## src/digipot_pkg.sv

```systemverilog
// shared constants and types for the digital potentiometer serial loader
package digipot_pkg;
    localparam int ADDR_W = 3; // address field width
    localparam int VALUE_W = 8; // data field width
    localparam int WORD_W = ADDR_W + VALUE_W; // eleven-bit programming word
    localparam int CHAN_MAX = 6; // latches on the six-channel variant
    localparam int CHAN_QUAD = 4; // latches on the four-channel variant
    localparam logic [VALUE_W-1:0] MIDSCALE = 8'h80; // preset code
    localparam logic [WORD_W-1:0] SHIFT_RESET = 11'h000; // shift reg reset
    localparam logic [ADDR_W-1:0] ADDR_CH5 = 3'h4; // fifth latch address
    localparam logic [ADDR_W-1:0] ADDR_CH6 = 3'h5; // sixth latch address
    localparam logic [CHAN_MAX-1:0] OPEN_QUAD = 6'h0f; // shutdown, ch 1-4
    localparam logic [CHAN_MAX-1:0] OPEN_NONE = 6'h00; // all terminals on
    typedef logic [VALUE_W-1:0] value_t; // one wiper code
endpackage

```

## src/digipot_serial_latch_loader.sv

```systemverilog
// serial front end of a multi-channel 256-step digital potentiometer
`timescale 1ns/1ps
module digipot_serial_latch_loader
#(
    parameter bit SIX_CHANNEL = 1'b0 // 0: four-channel, 1: six-channel
)
(
    input wire logic sys_clk,
    input wire logic rst_n,
    input wire logic serialClk,
    input wire logic serial_in,
    input wire logic chipSel_n,
    input wire logic preset_midscale_n,
    input wire logic terminal_a_open_n,
    output logic serialOutOe,
    output logic serialOut,
    output logic [5:0] channelOpen,
    output logic [47:0] wiper_latch
);
    import digipot_pkg::*;

    // every pin synchroniser and the shift state live in one struct
    typedef struct packed
    {
        logic [1:0] clkSync; // serial clock synchroniser
        logic [1:0] dataSync; // serial data synchroniser
        logic [1:0] csSync; // chip select synchroniser
        logic [1:0] presetSync; // preset synchroniser
        logic [1:0] shdnSync; // shutdown synchroniser
        logic clkPrev; // last synced serial clock
        logic csPrev; // last synced chip select
        logic [WORD_W-1:0] shiftReg; // serial input register
        logic sdoLow; // open-drain pull-down
        logic [5:0] open; // shutdown state per channel
    } state_t;

    state_t cur; // registered state
    state_t next_cur; // next state
    logic clkRise; // serial clock rising edge
    logic csRise; // chip select rising edge
    logic presetNow; // preset asserted
    logic loadEn; // latch write strobe
    logic addrValid; // decoded address hits a latch
    logic [ADDR_W-1:0] wordAddr; // address field
    logic [VALUE_W-1:0] wordValue; // data field

    // edge detect reads only the second synchroniser flop
    assign clkRise = cur.clkSync[1] && !cur.clkPrev;
    assign csRise = cur.csSync[1] && !cur.csPrev;
    // fields of the eleven-bit word, address on top
    assign wordAddr = cur.shiftReg[WORD_W-1 -: ADDR_W];
    assign wordValue = cur.shiftReg[VALUE_W-1:0];
    // preset pin exists only on the four-channel part
    assign presetNow = !SIX_CHANNEL && !cur.presetSync[1];

    // address decode by variant
    always_comb
    begin
        if (wordAddr < 3'(CHAN_QUAD))
            addrValid = 1'b1;
        else if (SIX_CHANNEL && wordAddr == ADDR_CH5)
            addrValid = 1'b1;
        else if (SIX_CHANNEL && wordAddr == ADDR_CH6)
            addrValid = 1'b1;
        else
            addrValid = 1'b0;
    end

    // select rise with a decoded address writes exactly one latch unless preset is active
    assign loadEn = csRise && addrValid;

    // next-state logic: synchronise, shift, serial out, shutdown
    always_comb
    begin
        next_cur = cur;
        next_cur.clkSync = {cur.clkSync[0], serialClk};
        next_cur.dataSync = {cur.dataSync[0], serial_in};
        next_cur.csSync = {cur.csSync[0], chipSel_n};
        next_cur.presetSync = {cur.presetSync[0], preset_midscale_n};
        next_cur.shdnSync = {cur.shdnSync[0], terminal_a_open_n};
        next_cur.clkPrev = cur.clkSync[1];
        next_cur.csPrev = cur.csSync[1];
        // shift only while selected, msb enters first
        if (clkRise && !cur.csSync[1])
        begin
            next_cur.shiftReg = {cur.shiftReg[WORD_W-2:0],
                                 cur.dataSync[1]};
        end
        // pull low when the far end bit is zero
        next_cur.sdoLow = !SIX_CHANNEL && !cur.shiftReg[WORD_W-1];
        // shutdown opens terminal A; latches are untouched
        if (!SIX_CHANNEL && !cur.shdnSync[1])
            next_cur.open = OPEN_QUAD;
        else
            next_cur.open = OPEN_NONE;
    end

    // state register, synchronous reset
    always_ff @(posedge sys_clk)
    begin
        if (!rst_n)
        begin
            cur.clkSync <= 2'h0;
            cur.dataSync <= 2'h0;
            cur.csSync <= 2'h3;
            cur.presetSync <= 2'h3;
            cur.shdnSync <= 2'h3;
            cur.clkPrev <= 1'b0;
            cur.csPrev <= 1'b1;
            cur.shiftReg <= SHIFT_RESET;
            cur.sdoLow <= 1'b0;
            cur.open <= OPEN_NONE;
        end
        else
            cur <= next_cur;
    end

    // latch bank keeps the six codes in flops
    wiper_latch_bank wiper_latch_bank_inst
    (
        .sys_clk(sys_clk),
        .rst_n(rst_n),
        .presetNow(presetNow),
        .writeEn(loadEn),
        .writeSel(wordAddr),
        .writeValue(wordValue),
        .latchBus(wiper_latch)
    );

    // pin-side outputs, all from flops or constants
    assign serialOut = 1'b0; // open drain: only ever drives low
    assign serialOutOe = cur.sdoLow;
    assign channelOpen = cur.open;

    // load on chip select rise lands in the addressed latch
    latch_load_a: assert property (@(posedge sys_clk) disable iff (!rst_n)
        loadEn && !presetNow |=>
        wiper_latch[$past(wordAddr)*8 +: 8] == $past(wordValue))
        else $error("latch not loaded on select rise");

    // preset holds every latch at midscale
    preset_hold_a: assert property (@(posedge sys_clk) disable iff (!rst_n)
        presetNow |=> wiper_latch == {6{8'h80}})
        else $error("preset did not force midscale");

    // shutdown opens exactly the four channels
    terminal_a_open_n_open_a: assert property (@(posedge sys_clk) disable iff (!rst_n)
        !SIX_CHANNEL && !cur.shdnSync[1] |=> channelOpen == 6'h0f)
        else $error("shutdown did not open channels");

    // shift moves data in msb first
    shift_order_a: assert property (@(posedge sys_clk) disable iff (!rst_n)
        clkRise && !cur.csSync[1] |=>
        cur.shiftReg == {$past(cur.shiftReg[9:0]), $past(cur.dataSync[1])})
        else $error("shift order wrong");

    // serial output never drives high
    sdo_drain_a: assert property (@(posedge sys_clk) disable iff (!rst_n)
        serialOutOe |-> !serialOut)
        else $error("serial output drove high");

    // unused codes change no latch
    bad_addr_a: assert property (@(posedge sys_clk) disable iff (!rst_n)
        csRise && wordAddr >= 3'h6 && !presetNow |=> $stable(wiper_latch))
        else $error("invalid address altered a latch");

    // shutdown keeps latch values
    terminal_a_open_n_keep_a: assert property (@(posedge sys_clk) disable iff (!rst_n)
        !cur.shdnSync[1] && !csRise && !presetNow |=> $stable(wiper_latch))
        else $error("shutdown altered a latch");

    // six-channel part ignores preset and shutdown pins
    six_pins_a: assert property (@(posedge sys_clk) disable iff (!rst_n)
        SIX_CHANNEL |-> !presetNow && channelOpen == 6'h00 && !serialOutOe)
        else $error("six-channel variant used absent pin");

    // after reset every latch reads midscale
    por_mid_a: assert property (@(posedge sys_clk)
        !rst_n |=> wiper_latch == {6{8'h80}})
        else $error("reset did not preset midscale");

    // pull-down follows the register's far-end bit one cycle late
    sdo_follow_a: assert property (@(posedge sys_clk) disable iff (!rst_n)
        !SIX_CHANNEL |=>
        serialOutOe == !$past(cur.shiftReg[WORD_W-1]) && !serialOut)
        else $error("serial output does not follow shift msb");

    // four-channel part refuses codes 100 to 111
    quad_refuse_a: assert property (@(posedge sys_clk) disable iff (!rst_n)
        !SIX_CHANNEL && csRise && wordAddr >= 3'h4 && !presetNow |=>
        $stable(wiper_latch))
        else $error("refused address altered a latch");

    // shutdown released: every terminal connected again
    terminal_a_open_n_close_a: assert property (@(posedge sys_clk) disable iff (!rst_n)
        cur.shdnSync[1] |=> channelOpen == OPEN_NONE)
        else $error("terminal left open without shutdown");

    // code 100 lands in the fifth latch of the six-channel part
    ch5_load_a: assert property (@(posedge sys_clk) disable iff (!rst_n)
        SIX_CHANNEL && csRise && wordAddr == ADDR_CH5 |=>
        wiper_latch[39:32] == $past(wordValue))
        else $error("fifth latch not loaded");

    // code 101 lands in the sixth latch of the six-channel part
    ch6_load_a: assert property (@(posedge sys_clk) disable iff (!rst_n)
        SIX_CHANNEL && csRise && wordAddr == ADDR_CH6 |=>
        wiper_latch[47:40] == $past(wordValue))
        else $error("sixth latch not loaded");
endmodule

```

## src/wiper_latch_bank.sv

```systemverilog
// bank of wiper latches with registered read-out
`timescale 1ns/1ps
module wiper_latch_bank
(
    input wire logic sys_clk,
    input wire logic rst_n,
    input wire logic presetNow,
    input wire logic writeEn,
    input wire logic [2:0] writeSel,
    input wire logic [7:0] writeValue,
    output logic [47:0] latchBus
);
    import digipot_pkg::*;

    typedef struct packed
    {
        logic [CHAN_MAX-1:0][VALUE_W-1:0] wiper; // latch contents
    } bank_t;

    bank_t cur; // registered state
    bank_t next_cur; // next state

    // write one latch, or preset all to midscale
    always_comb
    begin
        next_cur = cur;
        for (int i = 0; i < CHAN_MAX; i++)
        begin
            if (presetNow)
                next_cur.wiper[i] = MIDSCALE;
            else if (writeEn && writeSel == 3'(i))
                next_cur.wiper[i] = writeValue;
        end
    end

    // register; reset gives the power-on midscale preset
    always_ff @(posedge sys_clk)
    begin
        if (!rst_n)
            cur <= {CHAN_MAX{MIDSCALE}};
        else
            cur <= next_cur;
    end

    assign latchBus = cur.wiper;
endmodule

```

## config.mk

```make
export PLATFORM = sky130hd
export DESIGN_NAME = digipot_serial_latch_loader
export DESIGN_NICKNAME = d
export VERILOG_FILES = /design/src/digipot_pkg.sv /design/src/digipot_serial_latch_loader.sv /design/src/wiper_latch_bank.sv
export SDC_FILE = /design/constraint.sdc
export NUM_CORES = 1
export LEC_CHECK = 0
export BUFFER_PORTS_ARGS = -buffer_cell sky130_fd_sc_hd__buf_4
export CAP_MARGIN = 20
export CORE_ASPECT_RATIO = 0.5
export CORE_MARGIN = 1.5
export CORE_UTILIZATION = 35
export CTS_BUF_LIST = sky130_fd_sc_hd__clkbuf_16
export CTS_CLUSTER_DIAMETER = 120
export CTS_CLUSTER_SIZE = 12
export DETAILED_ROUTE_END_ITERATION = 8
export PLACE_DENSITY = 0.58
export SLEW_MARGIN = 5
export SYNTH_ARGS = -nofsm -noshare
export SYNTH_HDL_FRONTEND = slang
export SYNTH_SLANG_ARGS = --single-unit
```

## constraint.sdc

```tcl
create_clock -name sys_clk -period 1.57 [get_ports sys_clk]
set_clock_uncertainty 0.15 [all_clocks]
set_input_delay 0.314 -clock sys_clk [delete_from_list [all_inputs] [get_ports sys_clk]]
set_output_delay 0.314 -clock sys_clk [all_outputs]
set_load 0.005 [all_outputs]
```

==> results of run 1 <==
==> cells in the mapped netlist, drive strengths merged <==
| cell | instances | area share |
|---|---|---|
| nor2b | 13 | 0.032 |
| and3 | 14 | 0.034 |
| dfxtp | 73 | 0.57 |
| clkbuf | 5 | 0.0084 |
| nand3b | 1 | 0.0029 |
| and3b | 2 | 0.0069 |
| conb | 1 | 0.0015 |
| nand2b | 9 | 0.022 |
| nand2 | 38 | 0.060 |
| buf | 14 | 0.055 |
| nor2 | 6 | 0.0088 |
| nor3b | 2 | 0.0098 |
| mux2i | 43 | 0.17 |
| and2 | 6 | 0.016 |
==> area by class of cell <==
class | count | area [um^2]
Clock buffer | 9 | 225.2
Clock inverter | 5 | 18.77
Fill cell | 640 | 3592
Multi-Input combinational cell | 137 | 932.1
Sequential cell | 73 | 1461
Tap cell | 92 | 115.1
Timing Repair Buffer | 65 | 513.0
==> routing by layer <==
metal / global-route usage / wire length (um)
met5: 0 / 0
met3: 0.05978 / 301
met4: 0.07328 / 53
met2: 0.1906 / 2099
met1: 0.1640 / 2226
==> registers in the layout, indices dropped and copies added, names as in the netlist <==
register,flops
channelOpen,1
cur,23
wiper_latch_bank_inst.latchBus,48
serialOutOe,1
==> power groups by stage <==
stage	Clock [mW]	Combinational (mW)	Sequential (mW)
finish	1.67	0.0951	1.88
global route	1.82	0.105	1.88
CTS	1.74	0.0969	1.88
detailed placement	0	0.0967	1.92
global placement	0	0.0950	1.91
floorplan	0	0.0807	1.91
==> final timing paths <==
check / to / cells past startpoint
hold reg to reg: channelOpen[2] / 1
setup / recovery: wiper_latch_bank_inst.latchBus[19] / 4
setup reg to reg: wiper_latch_bank_inst.latchBus[19] / 4
hold / removal: cur[22] / 2
==> through the flow <==
stage	worst slack (ps)	instances
after floorplan	332.9	229
after global placement	228.9	367
after detailed placement	171.4	367
after CTS	177.1	381
after global routing	72.58	381
final	197.7	381
==> critical path, delay by kind of cell (launching register included) <==
| family | cells | cell delay (ps) |
|---|---|---|
| buffers and inverters | 1 | 150 |
| DFF | 1 | 360 |
| muxes | 1 | 180 |
| and+or+nand+nor | 2 | 460 |
==> placed cells by master, fill, tap and decap left out, drive strengths merged <==
cell type / synthesis / routed
nor2: 6 / 6
buf: 14 / 65
conb: 1 / 3
nor2b: 13 / 13
nand2b: 9 / 9
nand2: 38 / 38
and3b: 2 / 2
nor3b: 2 / 2
clkbuf: 5 / 9
and2: 6 / 6
and3: 14 / 14
mux2i: 43 / 43
dfxtp: 73 / 73
inv: 0 / 3
nand3b: 1 / 1
clkinv: 0 / 2
==> cells by family (layout without fill, tap and decap cells) <==
logic type	count (synthesis)	in the layout	synth area share
other	1	3	0.001473
flip-flops	73	73	0.5740
buffers and inverters	19	79	0.06290
AND/OR/NAND/NOR	91	91	0.1926
multiplexers	43	43	0.1690
==> metrics.txt, run 1 <==
internal reg-to-reg setup slack=200 ps; slowest stage cell, crit path=dfxtp_1; Detailed Place HPWL=3187 um; CTS clk-pin slew, worst paths=50 ps; num rows=21; Setup Buffers After CTS=0; Die Span X=about 120 um; Avg Inst Size Synth=11.22 um^2; largest net degree at the start of global routing=32; setup violators final=0; CTS Buffer Depth=2; worst-skew pair later-pin latency=roughly 330 ps; CTS tree=done; Seq/Total Area, Yosys=0.5740; register share of total power=0.515; status=finished, final reports clean; Critical Path RT=1670 ps; port bufs=59; Tcrit/Tclk final=0.8740; share of layout cells above drive strength 1=0.2803; Initial Util=0.3713; Yosys reg bits=73; Critical Path Start Type=flip-flop; Area Growth Syn to Fin=28.26%; Post-Layout Inst Area=3266 um^2; Crit Path Max Fanout=8; Fmax=between 700 and 800 MHz; DR iter-0 viols=60; Sw Ratio=0.1954; combinational share of power=0.026; CTS buffer count=9; worst path arrival time=1470 ps; Die H=63.31 um; clock share of power=0.459; RSZ-0062 raised after global routing=no; Peak VDD IR=0.0005451 V; Ys Warns=0; I/O pin count=63; PD cells=1117 nW/um^2; grt total ovfl=0; Hold Slack=19.76 ps; Max-Cap Viols=0; first-pass GRT wire length=7665 um; Cell Chain, Critical Path=nor3b_2 > and3b_1 > buf_12 > mux2i_1; Netlist cell types=19; CTS Hold Buffers Added=0; Leakage=1.522 nW; crit path from=cur[25]; antenna-violating nets left=0; GPL Wtd Cong=0.6680; Final Util=0.4762; Placed Area=3022 um^2; Final min period=1372 ps; vias=1672; type of the worst min-delay path=in2reg; post-cts sizing count=0; Hold Crit Start=preset_midscale_n; via/cell ratio=4.388; full die area=7826 um^2; depth of the CTS H-tree=3; Final Slew Violations=0; setup TNS=0 ps; DRC=0; initial antenna violation count=0; Num Clock Sinks=between 70 and 80; vias in the first global route=1622; max incr delay on CP=about 360 ps; First-pass DRT Iterations=4; core region area=6858 um^2; internal power=between 2 and 3 mW; Final Hold Viols=0; nets@finish=293; Total Routing Usage GR=0.1325; Final Power=roughly 3.6 mW; Setup CP Type=reg2reg; routed len/inst=12.29 um; crit end category=flip-flop; mapped cell area=2546 um^2; worst reg2reg path startpoint=cur[25]; Psw=between 0.7 and 0.8 mW; DRT Wirelength=4682 um; root buf cell=clkbuf_16; Syn Inst Count=227; ant diodes=0
No activity file was read; power rests on OpenSTA's default activity.
==> run 2: changes to the inputs <==
- PLACE_DENSITY: 0.58 -> 0.59
- SKIP_LAST_GASP: unset -> 1
==> metrics.txt, run 2 (synthesis gave the netlist of run 1 again) <==
status=finished, final reports clean; grt total ovfl=0 (unchanged); Tcrit/Tclk final=0.9127 (+0.03867); worst path arrival time=1540 ps (+70 ps); First-pass DRT Iterations=4 (unchanged); Final Hold Viols=0 (unchanged); Area Growth Syn to Fin=28.16% (about the same); CTS buffer count=9 (unchanged); CTS clk-pin slew, worst paths=50 ps (about the same); Hold Crit Start=terminal_a_open_n; worst-skew pair later-pin latency=320 ps (about the same); full die area=7826 um^2 (unchanged); routed len/inst=12.68 um (+3.2%); Total Routing Usage GR=0.1323 (about the same); DRC=0 (unchanged); CP Depth=4 (unchanged); Final Util=0.4758 (about the same); slowest stage cell, crit path=dfxtp_1; Max-Cap Viols=0 (unchanged); first-pass GRT wire length=7755 um (+1.2%); Final Power=3.654 mW (+0.20%); setup TNS=0 ps (unchanged); WP buf/inv=1 (unchanged); Critical Path RT=1670 ps (about the same); commonest non-fill, non-tap cell in the layout=dfxtp_1; Die Span X=123.6 um (unchanged); largest net degree at the start of global routing=34 (+6.3%); Initial Util=0.3713 (unchanged); Setup Buffers After CTS=0 (unchanged); Crit Path Max Fanout=7 (-1); I/O pin count=63 (unchanged); CTS Buffer Depth=2 (unchanged); setup violators final=0 (unchanged); share of layout cells above drive strength 1=0.2951 (+0.01486); vias=1688 (+0.96%); antenna-violating nets left=0 (unchanged); num rows=21 (unchanged); CTS tree=done; Layout Cells excl Fill=380 (-0.26%); Leakage=1.519 nW (-0.22%); core region area=6858 um^2 (unchanged); depth of the CTS H-tree=3 (unchanged); post-cts sizing count=0 (unchanged); Num Clock Sinks=73 (unchanged); Worst Hold Path Cells=2 (unchanged); Final min period=1433 ps (+60.72 ps); Fmax=697.8 MHz (-4.2%); placed cells=368 (+0.27%); type of the worst min-delay path=in2reg; port bufs=59 (unchanged); Detailed Place HPWL=3378 um (+6.0%); PD cells=1120 nW/um^2 (+0.27%); worst reg2reg path startpoint=cur[25]; worst-case reg-to-reg path depth=4 (unchanged); DRT Wirelength=4819 um (+2.9%); DR iter-0 viols=34 (-43%); Cell Chain, Critical Path=nor3b_4 > and3b_2 > buf_4 > mux2i_1; crit end category=flip-flop; Hold Slack=20.88 ps (+1.119 ps); Die H=63.31 um (unchanged); vias in the first global route=1655 (+2.0%); root buf cell=clkbuf_16; GPL Wtd Cong=0.6871 (+2.9%); number of flip-flops in the largest register=48 (unchanged); max incr delay on CP=380 ps (+20 ps); Final Slew Violations=0 (unchanged); Setup CP Type=reg2reg; crit path from=cur[25]; Peak VDD IR=0.0006172 V (+13%); initial antenna violation count=0 (unchanged); most frequent cells in the layout=73 x dfxtp_1, 65 x buf_4, 43 x mux2i_1; CTS Hold Buffers Added=0 (unchanged); via/cell ratio=4.442 (+1.2%); RSZ-0062 raised after global routing=no; nets@finish=294 (+0.34%); largest delay contributor family on the critical path=simple AND/OR/NAND/NOR gates; ant diodes=0 (unchanged); Critical Path Start Type=flip-flop
run 2: changes by cell type in the layout (fill, tap and decap cells not counted):
| cell | change |
|---|---|
| and3b_2 | +1 |
| inv_1 | -2 |
| clkinv_1 | -2 |
| clkinv_2 | +2 |
| nor3b_2 | -1 |
| and3b_1 | -1 |
| nor3b_4 | +1 |
| buf_12 | -1 |
| buf_4 | +2 |
run 2: worst paths after layout:
path	end	slack, ps
max	wiper_latch_bank_inst.latchBus[20]	140
min	cur[20]	20
max reg2reg	wiper_latch_bank_inst.latchBus[20]	140
min reg2reg	channelOpen[2]	230
run 2: through the flow:
stage,worst slack [ps],instance area (um^2)
global placement,173.5,3017
CTS,80.27,3256
global route,13.31,3263
detailed placement,86.08,3017
floorplan,332.9,2554
finish,137.0,3263
run 2: area by class of cell:
type                    count  area [um^2]
fillers                   669         3595
flip-flops and latches     73         1461
multi-input cells         137        939.7
repair buffers             66        508.0
clock buffers               9        225.2
well taps                  92        115.1
clock inverters             3        13.76
run 2: power by group:
group / switching [mW] / leakage (nW) / total (mW) / internal [mW]
registers: 0.00669 / 0.591 / 1.88 / 1.87
logic: 0.0522 / 0.804 / 0.0967 / 0.0445
clock network: 0.661 / 0.124 / 1.68 / 1.02
total: 0.720 / 1.52 / 3.65 / 2.93
run 2: metal layers:
| metal | track usage | share of wire | vias up |
|---|---|---|---|
| met4 | 0.06466 | 0.015 | 0 |
| met3 | 0.05616 | 0.051 | 8 |
| li1 | - | - | 848 |
| met1 | 0.1585 | 0.47 | 795 |
| met2 | 0.2037 | 0.46 | 37 |
| met5 | 0 | 0 | - |
==> run 3: changes to the inputs <==
- clock period: 1.57 -> 1.5 ns (I/O delays scaled with it)
==> metrics.txt, run 3 (synthesis gave the netlist of run 1 again) <==
full die area=7826 um^2 (unchanged); max incr delay on CP=380 ps (about the same); ant diodes=0 (unchanged); RSZ-0062 raised after global routing=no; Critical Path Start Type=flip-flop; worst-skew pair later-pin latency=320 ps (about the same); Final Power=3.874 mW (+6.0%); Final Slew Violations=0 (unchanged); antenna-violating nets left=0 (unchanged); setup violators final=0 (unchanged); initial antenna violation count=0 (unchanged); I/O pin count=63 (unchanged); worst path arrival time=1500 ps (-40 ps); Initial Util=0.3713 (unchanged); CTS clk-pin slew, worst paths=50 ps (about the same); First-pass DRT Iterations=4 (unchanged); routed len/inst=12.53 um (-1.2%); vias in the first global route=1600 (-3.3%); Final Util=0.4811 (+0.005291); first-pass GRT wire length=7700 um (-0.71%); via/cell ratio=4.377 (-1.5%); commonest non-fill, non-tap cell in the layout=dfxtp_1; most frequent cells in the layout=73 x dfxtp_1, 64 x buf_4, 43 x mux2i_1; DRC=0 (unchanged); Total Routing Usage GR=0.1334 (+0.001067); Final Hold Viols=0 (unchanged); root buf cell=clkbuf_16; share of layout cells above drive strength 1=0.2867 (-0.008449); Setup CP Type=reg2reg; Die Span X=123.6 um (unchanged); status=finished, final reports clean; num rows=21 (unchanged); Crit Path Max Fanout=8 (+1); slowest stage cell, crit path=dfxtp_1; grt total ovfl=0 (unchanged); Fmax=712.3 MHz (+2.1%); type of the worst min-delay path=in2reg; Tcrit/Tclk final=0.9360 (+0.02325); nets@finish=295 (+0.34%); Critical Path RT=1600 ps (-70 ps); vias=1685 (-0.18%); DRT Wirelength=4824 um (+0.10%); Leakage=1.533 nW (+0.90%); DR iter-0 viols=52 (+53%); PD cells=1174 nW/um^2 (+4.9%); Detailed Place HPWL=3318 um (-1.8%); Area Growth Syn to Fin=29.58%; largest net degree at the start of global routing=34 (unchanged); Num Clock Sinks=73 (unchanged); port bufs=59 (unchanged); crit end category=flip-flop; Max-Cap Viols=0 (unchanged); number of flip-flops in the largest register=48 (unchanged); depth of the CTS H-tree=3 (unchanged); CTS tree=done; CTS buffer count=9 (unchanged); core region area=6858 um^2 (unchanged); Final min period=1404 ps (-29.01 ps); Die H=63.31 um (unchanged); setup TNS=0 ps (unchanged); Peak VDD IR=0.0006374 V (+3.3%); GPL Wtd Cong=0.6973 (+1.5%); Cell Chain, Critical Path=nor3b_4 > and3b_1 > buf_12 > mux2i_1; CTS Buffer Depth=2 (unchanged)
## run 3: metal layers
layer	vias up	GRT usage	routed length, um
li1	857	-	-
met1	784	0.1628	2274
met2	35	0.1996	2207
met3	9	0.05978	258
met4	0	0.06466	84
met5	-	0	0
## run 3: worst max-delay path: cells and delay by family, from the launching register on
kind,cells,cell delay [ps]
AND/OR/NAND/NOR,2,450
flip-flops,1,380
multiplexers,1,200
buffers and inverters,1,150
## run 3: metrics by stage
stage,std cells,hold WS (ps),cell area [um^2],setup WS (ps)
5_1_grt,385,6.018,3299,5.789
6_report,385,12.98,3299,96.04
2_1_floorplan,229,217.4,2554,262.9
4_1_cts,385,1.204,3293,64.79
3_5_place_dp,368,222.5,3029,90.67
3_3_place_gp,368,221.3,3029,192.6
## run 3: power breakdown
group	internal, mW	switching (mW)	total [mW]
combinational	0.0483	0.0550	0.103
clock	1.08	0.726	1.81
sequential	1.96	0.00633	1.96
## run 3: what timing repair did
action / in CTS / in global routing
endpoints found under the setup margin: 0 / 3
gates resized for setup: 0 / 1
hold buffers: 1 / 0
setup buffers: 0 / 0
hold endpoints to repair: 1 / 0
## run 3: final timing paths
path,start,to,slack (ps),depth (start not counted)
max,cur[25],wiper_latch_bank_inst.latchBus[18],100,4
min reg2reg,cur[21],channelOpen[2],230,1
min,preset_midscale_n,cur[22],10,2
max reg2reg,cur[25],wiper_latch_bank_inst.latchBus[18],100,4
## run 3: final cells by class
| cell class | count | area, um^2 |
|---|---|---|
| fillers | 642 | 3558 |
| flip-flops and latches | 73 | 1461 |
| multi-input cells | 137 | 938.4 |
| clock buffers | 9 | 225.2 |
| repair buffers | 67 | 530.5 |
| clock inverters | 7 | 28.78 |
| well taps | 92 | 115.1 |
